File: config.mk
export PLATFORM = sky130hd
export DESIGN_NAME = usbd_addr_irq_enable
export DESIGN_NICKNAME = d
export VERILOG_FILES = /design/src/usbd_pkg.sv /design/src/usbd_addr_irq_enable.sv /design/src/usbd_ahb_port.sv /design/src/usbd_irq_ctrl.sv
export SDC_FILE = /design/constraint.sdc
export NUM_CORES = 1
export LEC_CHECK = 0
export CORE_AREA = 2 2 81 83
export CTS_BUF_LIST = sky130_fd_sc_hd__clkbuf_8
export CTS_CLUSTER_DIAMETER = 50
export DETAILED_ROUTE_END_ITERATION = 10
export DIE_AREA = 0 0 83 85
export DONT_BUFFER_PORTS = 1
export GPL_TIMING_DRIVEN = 0
export PLACE_DENSITY = 0.6
export SLEW_MARGIN = 20
export SYNTH_ARGS = -nofsm -noshare
export SYNTH_HDL_FRONTEND = slang
export SYNTH_SLANG_ARGS = --single-unit
File: constraint.sdc
create_clock -name clk -period 2.2 [get_ports clk]
set_input_delay 0.44 -clock clk [delete_from_list [all_inputs] [get_ports clk]]
set_output_delay 0.44 -clock clk [all_outputs]
set_load 0.005 [all_outputs]
File: src/usbd_pkg.sv
// Purpose: shared constants and carriers for the USB device address
//          and interrupt enable block
// Assumes: 32-bit AHB-Lite register port, one word per register
// Notes:   interrupt vectors are 14 bits, bit n of each register

package usbd_pkg;

    // Register byte offsets, low address bits only
    localparam logic [7:0] OFS_FADDR = 8'h08;
    localparam logic [7:0] OFS_IEN_SET = 8'h10;
    localparam logic [7:0] OFS_IEN_CLR = 8'h14;
    localparam logic [7:0] OFS_IMASK = 8'h18;
    localparam logic [7:0] OFS_ISTAT = 8'h1C;

    // Function address register fields
    localparam int DEVICE_ADDRESS_VALUE_LSB = 0;
    localparam int DEVICE_ADDRESS_VALUE_W = 7;
    localparam int FEN_POS = 8;
    localparam logic [6:0] DEV_ADDR_RST = 7'h00;
    localparam logic FEN_RST = 1'b1;

    // Interrupt vector layout
    localparam int IRQ_W = 14;
    localparam logic [13:0] IRQ_VALID = 14'h2B3F;
    localparam logic [13:0] IRQ_FIXED = 14'h1000;
    localparam logic [13:0] MASK_RST = 14'h0200;

    // Register access taken from the bus
    typedef struct packed {
        logic wr;
        logic rd;
        logic [7:0] ofs;
        logic [31:0] wdata;
    } usbd_req_type;

    // Event pulses from the USB engine
    typedef struct packed {
        logic wakeup;
        logic sof;
        logic resume;
        logic suspend;
        logic [5:0] endpoint;
    } usbd_evt_type;

    // Offset match, used by every write strobe decode
    function automatic logic usbd_hit(input usbd_req_type r, input logic [7:0] ofs);
        usbd_hit = (r.ofs == ofs);
    endfunction : usbd_hit

    // Place events at their register bit positions
    function automatic logic [13:0] usbd_evt_bits(input usbd_evt_type e);
        usbd_evt_bits = {e.wakeup, 1'b0, e.sof, 1'b0, e.resume, e.suspend,
                         2'b00, e.endpoint};
    endfunction : usbd_evt_bits

endpackage : usbd_pkg

File: src/usbd_addr_irq_enable.sv
// Purpose: USB device function address, function enable and
//          interrupt enable/disable/mask registers
// Assumes: AHB-Lite slave, single clock, synchronous active-low reset
// Notes:   packet gating follows the function enable bit
//
// Chosen here: the AHB-Lite interface to the registers and the register offsets.

`timescale 1ns/1ps

// Functional notes
// - Address field is zero after reset
// - Function enable bit readable, writing zero disables
// - Packets pass only while function enable set
// - Enable register bits 0-5 enable endpoint interrupts
// - Enable register bit 8 enables suspend interrupt
// - Enable register bit 9 enables resume interrupt
// - Enable register bit 11 enables frame-start interrupt
// - Enable register bit 13 enables wakeup interrupt
// - Disable register mirrors enable register layout
// - Disable register ones disable, zeros ignored
// - Mask view reports accumulated enables and disables
// - Mask bit 12 always reads one
module usbd_addr_irq_enable
    import usbd_pkg::*;
(
    input wire logic clk,
    input wire logic resetn,
    input wire logic hsel,
    input wire logic [31:0] haddr,
    input wire logic [1:0] htrans,
    input wire logic hwrite,
    input wire logic [2:0] hsize,
    input wire logic [31:0] hwdata,
    input wire logic hready,
    output logic [31:0] hrdata,
    output logic hreadyout,
    output logic hresp,
    input wire usbd_evt_type busEvt,
    input wire logic hostPktRx,
    input wire logic hostPktTxReq,
    output logic [6:0] deviceAddressValue,
    output logic endpointFunctionEnable,
    output logic pktRxAccept,
    output logic pktRxRefuse,
    output logic pktTxGrant,
    output logic irq
);

    // Bus side

    usbd_req_type req; // Decoded register access
    logic [31:0] rdWord; // Read mux result
    logic [IRQ_W-1:0] maskView; // Mask as software sees it
    logic [IRQ_W-1:0] statView; // Pending events
    logic [IRQ_W-1:0] evtBits; // Events at bit positions

    // Per-register write strobes
    logic wrFaddr; // Function address write
    logic wrIenSet; // Enable register write
    logic wrIenClr; // Disable register write
    logic wrIstat; // Status write-one-to-clear

    // Vectors handed to the interrupt controller
    logic [IRQ_W-1:0] maskSetVec; // Bits to enable
    logic [IRQ_W-1:0] maskClrVec; // Bits to disable
    logic [IRQ_W-1:0] statClrVec; // Bits to acknowledge

    // Function address state
    logic [6:0] devAddr_r; // Stored function address
    logic fen_r; // Stored function enable

    // Packet gating state
    logic rxAccept_r; // Receive packet taken
    logic rxRefuse_r; // Receive packet dropped
    logic txGrant_r; // Transmit allowed this cycle

    // hsize is not checked: the master only issues word transfers,
    // so a narrow write would land as a full word here.

    // Bus front end

    // Slave port; drives the AHB answer from its own flops
    usbd_ahb_port u_port
    (
        .clk(clk),
        .resetn(resetn),
        .hsel(hsel),
        .haddr(haddr),
        .htrans(htrans),
        .hwrite(hwrite),
        .hwdata(hwdata),
        .hready(hready),
        .rdata(rdWord),
        .hrdata(hrdata),
        .hreadyout(hreadyout),
        .hresp(hresp),
        .req(req)
    );

    // Write decode

    // One strobe per writable offset; the mask view and other offsets do nothing
    assign wrFaddr = req.wr && usbd_hit(req, OFS_FADDR);
    assign wrIenSet = req.wr && usbd_hit(req, OFS_IEN_SET);
    assign wrIenClr = req.wr && usbd_hit(req, OFS_IEN_CLR);
    assign wrIstat = req.wr && usbd_hit(req, OFS_ISTAT);

    // Enable writes: ones enable, zeros leave the mask alone.
    // Covers endpoint bits 0-5 suspend bit 8
    // resume bit 9 frame start bit 11 and
    // wakeup bit 13 the controller drops other bits
    assign maskSetVec = wrIenSet ? req.wdata[IRQ_W-1:0] : '0;

    // Disable writes share the same layout
    // and a zero bit leaves that source as it was
    assign maskClrVec = wrIenClr ? req.wdata[IRQ_W-1:0] : '0;

    // Status acknowledge, one to clear
    assign statClrVec = wrIstat ? req.wdata[IRQ_W-1:0] : '0;

    // Event vector from the USB engine
    assign evtBits = usbd_evt_bits(busEvt);

    // Interrupt controller

    // Mask and status live together so the line sees both at once
    usbd_irq_ctrl #(
        .W(IRQ_W)
    ) u_irq
    (
        .clk(clk),
        .resetn(resetn),
        .maskSet(maskSetVec),
        .maskClr(maskClrVec),
        .statClr(statClrVec),
        .evt(evtBits),
        .maskView(maskView),
        .statView(statView),
        .irq(irq)
    );

    // Function address register

    // Address field; written whenever software asks.
    // Timing against the set-address handshake is software's duty
    // so no check is made here.
    always_ff @(posedge clk)
    begin
        if (!resetn)
            devAddr_r <= DEV_ADDR_RST;
        else if (wrFaddr)
            devAddr_r <= req.wdata[DEVICE_ADDRESS_VALUE_LSB +: DEVICE_ADDRESS_VALUE_W];
    end

    // Function enable bit; zero disables, one enables
    // Firmware is expected to set it after a bus reset
    always_ff @(posedge clk)
    begin
        if (!resetn)
            fen_r <= FEN_RST;
        else if (wrFaddr)
            fen_r <= req.wdata[FEN_POS];
    end

    // Packet gating

    // Receive side: a packet arriving while disabled is refused,
    // so the engine never stores data for a disabled function
    always_ff @(posedge clk)
    begin
        if (!resetn)
        begin
            rxAccept_r <= 1'b0;
            rxRefuse_r <= 1'b0;
        end
        else
        begin
            rxAccept_r <= hostPktRx && fen_r;
            rxRefuse_r <= hostPktRx && !fen_r;
        end
    end

    // Transmit side: level grant, withdrawn one cycle after the enable bit clears.
    // A packet already on the wire is the engine's to finish.
    always_ff @(posedge clk)
    begin
        if (!resetn)
            txGrant_r <= 1'b0;
        else
            txGrant_r <= hostPktTxReq && fen_r;
    end

    // Read mux

    // Offsets outside the map and the write-only pair read as zero
    always_comb
    begin
        rdWord = 32'h0000_0000;
        case (req.ofs)
            // Address and enable, reserved bits zero
            OFS_FADDR:
            begin
                rdWord[DEVICE_ADDRESS_VALUE_LSB +: DEVICE_ADDRESS_VALUE_W] = devAddr_r;
                rdWord[FEN_POS] = fen_r;
            end
            // Write-only registers give nothing back
            OFS_IEN_SET:
                rdWord = 32'h0000_0000;
            OFS_IEN_CLR:
                rdWord = 32'h0000_0000;
            // Mask view, bit 12 already forced high
            OFS_IMASK:
                rdWord[IRQ_W-1:0] = maskView;
            // Pending events
            OFS_ISTAT:
                rdWord[IRQ_W-1:0] = statView;
            // Unmapped: OKAY response, zero data
            default:
                rdWord = 32'h0000_0000;
        endcase
    end

    // Output registers

    // Address and enable copied to ports from their flops
    always_comb
    begin
        deviceAddressValue = devAddr_r;
        endpointFunctionEnable = fen_r;
    end

    // Gating results leave straight from their flops
    always_comb
    begin
        pktRxAccept = rxAccept_r;
        pktRxRefuse = rxRefuse_r;
        pktTxGrant = txGrant_r;
    end

endmodule : usbd_addr_irq_enable

File: src/usbd_ahb_port.sv
// Purpose: AHB-Lite slave front end for the register bank
// Assumes: single word transfers; hready is this slave's hreadyout
// Notes:   writes zero wait, reads one wait state; always OKAY

`timescale 1ns/1ps

module usbd_ahb_port
    import usbd_pkg::*;
(
    input wire logic clk,
    input wire logic resetn,
    input wire logic hsel,
    input wire logic [31:0] haddr,
    input wire logic [1:0] htrans,
    input wire logic hwrite,
    input wire logic [31:0] hwdata,
    input wire logic hready,
    input wire logic [31:0] rdata,
    output logic [31:0] hrdata,
    output logic hreadyout,
    output logic hresp,
    output usbd_req_type req
);

    logic dpValid_r; // Data phase in progress
    logic dpWrite_r; // Data phase is a write
    logic [7:0] dpOfs_r; // Latched offset
    logic take; // Address phase accepted

    // NONSEQ or SEQ selects a transfer
    assign take = hsel && htrans[1] && hready;

    // Address phase capture
    always_ff @(posedge clk)
    begin
        if (!resetn)
        begin
            dpValid_r <= 1'b0;
            dpWrite_r <= 1'b0;
            dpOfs_r <= 8'h00;
        end
        else if (take)
        begin
            dpValid_r <= 1'b1;
            dpWrite_r <= hwrite;
            dpOfs_r <= haddr[7:0];
        end
        else if (hready)
            dpValid_r <= 1'b0;
    end

    // Reads stall one cycle so a write just ahead is already visible
    always_ff @(posedge clk)
    begin
        if (!resetn)
            hreadyout <= 1'b1;
        else if (take && !hwrite)
            hreadyout <= 1'b0;
        else
            hreadyout <= 1'b1;
    end

    // Read data sampled in the wait cycle, held until the next read
    always_ff @(posedge clk)
    begin
        if (!resetn)
        begin
            hrdata <= 32'h0000_0000;
            hresp <= 1'b0;
        end
        else if (req.rd)
            hrdata <= rdata;
    end

    // Strobes to the register bank
    assign req.wr = dpValid_r && dpWrite_r && hready;
    assign req.rd = dpValid_r && !dpWrite_r && !hreadyout;
    assign req.ofs = dpOfs_r;
    assign req.wdata = hwdata;

endmodule : usbd_ahb_port

File: src/usbd_irq_ctrl.sv
// Purpose: interrupt mask, sticky status and interrupt line
// Assumes: set and clear vectors are one-cycle write strobes
// Notes:   an event in a clearing cycle survives the clear

`timescale 1ns/1ps

module usbd_irq_ctrl
    import usbd_pkg::*;
#(
    parameter int W = IRQ_W
)
(
    input wire logic clk,
    input wire logic resetn,
    input wire logic [W-1:0] maskSet,
    input wire logic [W-1:0] maskClr,
    input wire logic [W-1:0] statClr,
    input wire logic [W-1:0] evt,
    output logic [W-1:0] maskView,
    output logic [W-1:0] statView,
    output logic irq
);

    logic [W-1:0] mask_r; // Accumulated enables
    logic [W-1:0] stat_r; // Sticky events

    // Set then clear; undefined positions never stored
    always_ff @(posedge clk)
    begin
        if (!resetn)
            mask_r <= MASK_RST;
        else
            mask_r <= (mask_r | (maskSet & IRQ_VALID)) & ~(maskClr & IRQ_VALID);
    end

    // Sticky status, set wins over clear
    always_ff @(posedge clk)
    begin
        if (!resetn)
            stat_r <= '0;
        else
            stat_r <= (stat_r & ~statClr) | (evt & IRQ_VALID);
    end

    // Level interrupt while any enabled event is pending
    always_ff @(posedge clk)
    begin
        if (!resetn)
            irq <= 1'b0;
        else
            irq <= |(stat_r & mask_r & IRQ_VALID);
    end

    // Bit 12 reads as one regardless of writes
    assign maskView = mask_r | IRQ_FIXED;
    assign statView = stat_r;

endmodule : usbd_irq_ctrl

==> flow_metrics.env <==
export IMPL_first_pass_iters=4
export IMPL_post_synthesis_async_set_or_reset_flop_share_pct=0
export IMPL_pin_count=132
export IMPL_drtAntennaViolNets=0
export IMPL_cts_max_level=3
export IMPL_timing_setup_critical_path_class="register to register"
export IMPL_avg_cell_area_syn_um2=9.512
export IMPL_die_width_um=83
export IMPL_ctsLongestPathBuffers=2
export IMPL_maxClockFrequency_mhz=588.9
export IMPL_synth_edf_count=0
export IMPL_clock_root_buffer="clkbuf_8"
export IMPL_post_cts_repair_setup_buffers=0
export IMPL_placed_area_mm2=0.002865
export IMPL_final_setup_skew_ns=0.01207
export IMPL_area_inside_the_core_boundary_mm2=0.006205
export IMPL_dpl_worst_slack_ns=0.5120
export IMPL_vdd_ir_drop_worst_mv=0.5379
export IMPL_nNetsFinal=399
export IMPL_reg2reg_setup_slack_ns=0.50
export IMPL_power_density_mw_per_mm2=741.4
export IMPL_postSynth_topFlopCell="dfxtp_1"
export IMPL_clock_edge_transition_at_the_registers_on_the_reported_setup_and_hold_paths_ns=0.07
export IMPL_syn_instance_count=284
export IMPL_gp_routability_congestion=0.7980
export IMPL_placement_rows=29
export IMPL_timing_slew_headroom_pct=58.41
export IMPL_insertedDiodeCount=0
export IMPL_post_route_cells_drive_above_1_share_pct=17.98
export IMPL_yosysUniqueCellTypes=40
export IMPL_post_dp_hpwl_um=4782
export IMPL_critical_path_reg2reg_startpoint="u_port.dpOfs_r[2]$_SDFFE_PN0P_"
export IMPL_worst_setup_path_end_kind="register"
export IMPL_report_final_hold_viol_count=0
export IMPL_initial_utilization_pct=43.54
export IMPL_grt_util_all_layers_pct=19.82
export IMPL_grt_overflow_total=0
export IMPL_antenna_found_initial=0
export IMPL_min_delay_worst_type="input port to register"
export IMPL_worstSkewPairLatency_ns=0.33
export IMPL_detail_route_wl_per_cell_um=17.13
export IMPL_grt_pass1_vias=2023
export IMPL_final_period_utilization_pct=77.19
export IMPL_routed_wirelength_um=6749
export IMPL_drc=0
export IMPL_fillerInstances=597
export IMPL_unrepaired_setup_endpoints_after_global_routing="no"
export IMPL_report_final_slew_viol_count=0
export IMPL_count_of_clock_tree_sinks=61
export IMPL_totalPowerFinal_mw=2.267
export IMPL_critPathMaxFanout=10
export IMPL_status="finished clean"
export IMPL_synth_yosys_warnings=0
export IMPL_tns_ns=0
export IMPL_cp_data_arrival_time_ns=1.91
export IMPL_static_leakage_power_nw=1.268
export IMPL_area_growth_synth_to_final_pct=13.20
export IMPL_drt_iter0_markers=92
export IMPL_worst_margin_slew_ns=0.6238
export IMPL_input_output_buffers=0
export IMPL_cts_buffers_inserted=9
export IMPL_post_route_min_period_ns=1.698
export IMPL_synth_seq_cells=61
export IMPL_post_cts_resize_count=0
export IMPL_timing_reg2reg_worst_path_depth=4
export IMPL_placedCellCount=379
export IMPL_timing_max_cap_violations=0
export IMPL_final_instance_area_mm2=0.003058
export IMPL_share_of_the_yosys_chip_area_belonging_to_registers_pct=45.21
export IMPL_r2r_end="u_port.hrdata[8]$_SDFFE_PN0P_"
export IMPL_hold_bufs_inserted_after_cts=0
export IMPL_vias_per_cell=5.259
export IMPL_worst_setup_path_startpoint="u_port.dpOfs_r[2]$_SDFFE_PN0P_"
export IMPL_cp_data_required_time_ns=2.41
export IMPL_final_instance_count_excl_fill=394
export IMPL_timing_final_setup_violations=0
export IMPL_mapped_cell_area_mm2=0.002701
export IMPL_die_y_um=85
export IMPL_layout_setup_ws_ns=0.5018
export IMPL_dieArea_mm2=0.007055
export IMPL_critPathCapture="u_port.hrdata[8]$_SDFFE_PN0P_"
export IMPL_clock_tree_from_tritoncts="built"
export IMPL_start_kind="register"
export IMPL_maximum_number_of_pins_on_one_net_before_global_route_repair=11
export IMPL_routed_via_count=2072
export IMPL_first_pass_grt_wire_length_um=10820
[cell usage in the layout, fill, tap and decap left out, types with 2 or more instances in the layout]
cell       synthesis  final
conb_1             1     19
buf_4             21     21
o2bb2ai_1         12     12
nor2_1             2      2
buf_2              5      5
clkbuf_1           7      7
a31oi_1           11     11
mux2i_1           19     19
nand4_1           10     10
a21boi_0           2      2
a221oi_1           2      2
and2_1             4      4
a32o_1             2      2
nand3_1            3      3
mux2_2             8      8
a22o_1             2      2
buf_6              3      3
inv_1             12     15
a21oi_1           12     12
and3_1             5      5
clkbuf_8           0     11
dfxtp_1           61     61
nand2_1           45     45
o21ai_0           10     10
a22oi_1            9      9
[logic make-up after synthesis]
group	after synthesis	share of synthesized area [%]
buf+inv	49	10.79
compound gates	65	16.81
mux	27	10.38
simple gates	81	16.67
flops	61	45.21
other cells	1	0.1388
[area by class of cell]
cell class / instances / area [um^2] / share of cell area, %
buffer: 36 / 242.7 / 7.938
clock inverter: 4 / 41.29 / 1.350
clock buffer: 11 / 151.4 / 4.951
inverter: 13 / 48.80 / 1.596
sequential: 61 / 1221 / 39.93
tap: 77 / 96.34 / 3.151
multi-input combinational: 192 / 1256 / 41.08
[synthesized netlist by cell type (5+ instances only)]
master / n / share of area [%]
o21ai_0: 10 / 1.9
mux2_2: 8 / 3.3
buf_4: 21 / 5.8
and3_1: 5 / 1.2
nand4_1: 10 / 2.3
o2bb2ai_1: 12 / 3.9
a21oi_1: 12 / 2.2
inv_1: 12 / 1.7
dfxtp_1: 61 / 45
a31oi_1: 11 / 2.5
a22oi_1: 9 / 2.5
buf_2: 5 / 0.93
mux2i_1: 19 / 7.0
nand2_1: 45 / 6.3
clkbuf_1: 7 / 0.97
[power by group]
part / total [mW] / internal, mW / switching (mW)
logic: 0.138 / 0.0570 / 0.0809
clock network: 0.983 / 0.567 / 0.416
registers: 1.15 / 1.13 / 0.0186
total: 2.27 / 1.75 / 0.516
[through the flow]
stage	util, %	hold slack (ns)
floorplan	-	0.4119
global placement	46.18	0.4211
detailed placement	46.18	0.4294
CTS	49.28	0.1783
global route	49.28	0.1736
finish	49.28	0.1874
[how the worst min path moves through the flow]
| stage | from | cells past startpoint | end | slack [ns] |
|---|---|---|---|---|
| 5_1_grt | hwdata[6] | 1 | u_irq.statView[6]$_SDFF_PN0_ | 0.17 |
| 2_1_floorplan | u_irq.statView[12]$_SDFF_PN0_ | 2 | u_irq.statView[12]$_SDFF_PN0_ | 0.41 |
| 3_5_place_dp | u_irq.statView[12]$_SDFF_PN0_ | 2 | u_irq.statView[12]$_SDFF_PN0_ | 0.43 |
| 4_1_cts | hwdata[6] | 1 | u_irq.statView[6]$_SDFF_PN0_ | 0.18 |
| 3_3_place_gp | u_irq.statView[12]$_SDFF_PN0_ | 2 | u_irq.statView[12]$_SDFF_PN0_ | 0.42 |
| 6_report | hwdata[6] | 1 | u_irq.statView[6]$_SDFF_PN0_ | 0.19 |
[critical path, cell delays in order, from the launching register on]
cell	delay [ns]
dfxtp_1	0.32
buf_4	0.19
clkinv_1	0.34
o2111ai_2	0.58
o2bb2ai_1	0.14
[per-layer routing]
| metal | GRT usage (%) | vias up | wire length (um) |
|---|---|---|---|
| met5 | 0 | - | 0 |
| met4 | 9.687 | 0 | 91 |
| met3 | 6.128 | 7 | 529 |
| met2 | 29.40 | 73 | 3050 |
| met1 | 26.31 | 956 | 3078 |
| li1 | - | 1036 | - |
[registers in the layout, summed over array words and instances (netlist names)]
| register | flops |
|---|---|
| u_irq.statView | 14 |
| u_port.hrdata | 14 |
| u_irq.mask_r | 10 |
| u_port.dpOfs_r | 8 |
| deviceAddressValue | 7 |
| endpointFunctionEnable | 1 |
| pktRxAccept | 1 |
| pktRxRefuse | 1 |
| pktTxGrant | 1 |
| u_irq.irq | 1 |
| u_port.dpValid_r | 1 |
| u_port.dpWrite_r | 1 |
| u_port.hreadyout | 1 |
Power figures use the tool's default switching activity.
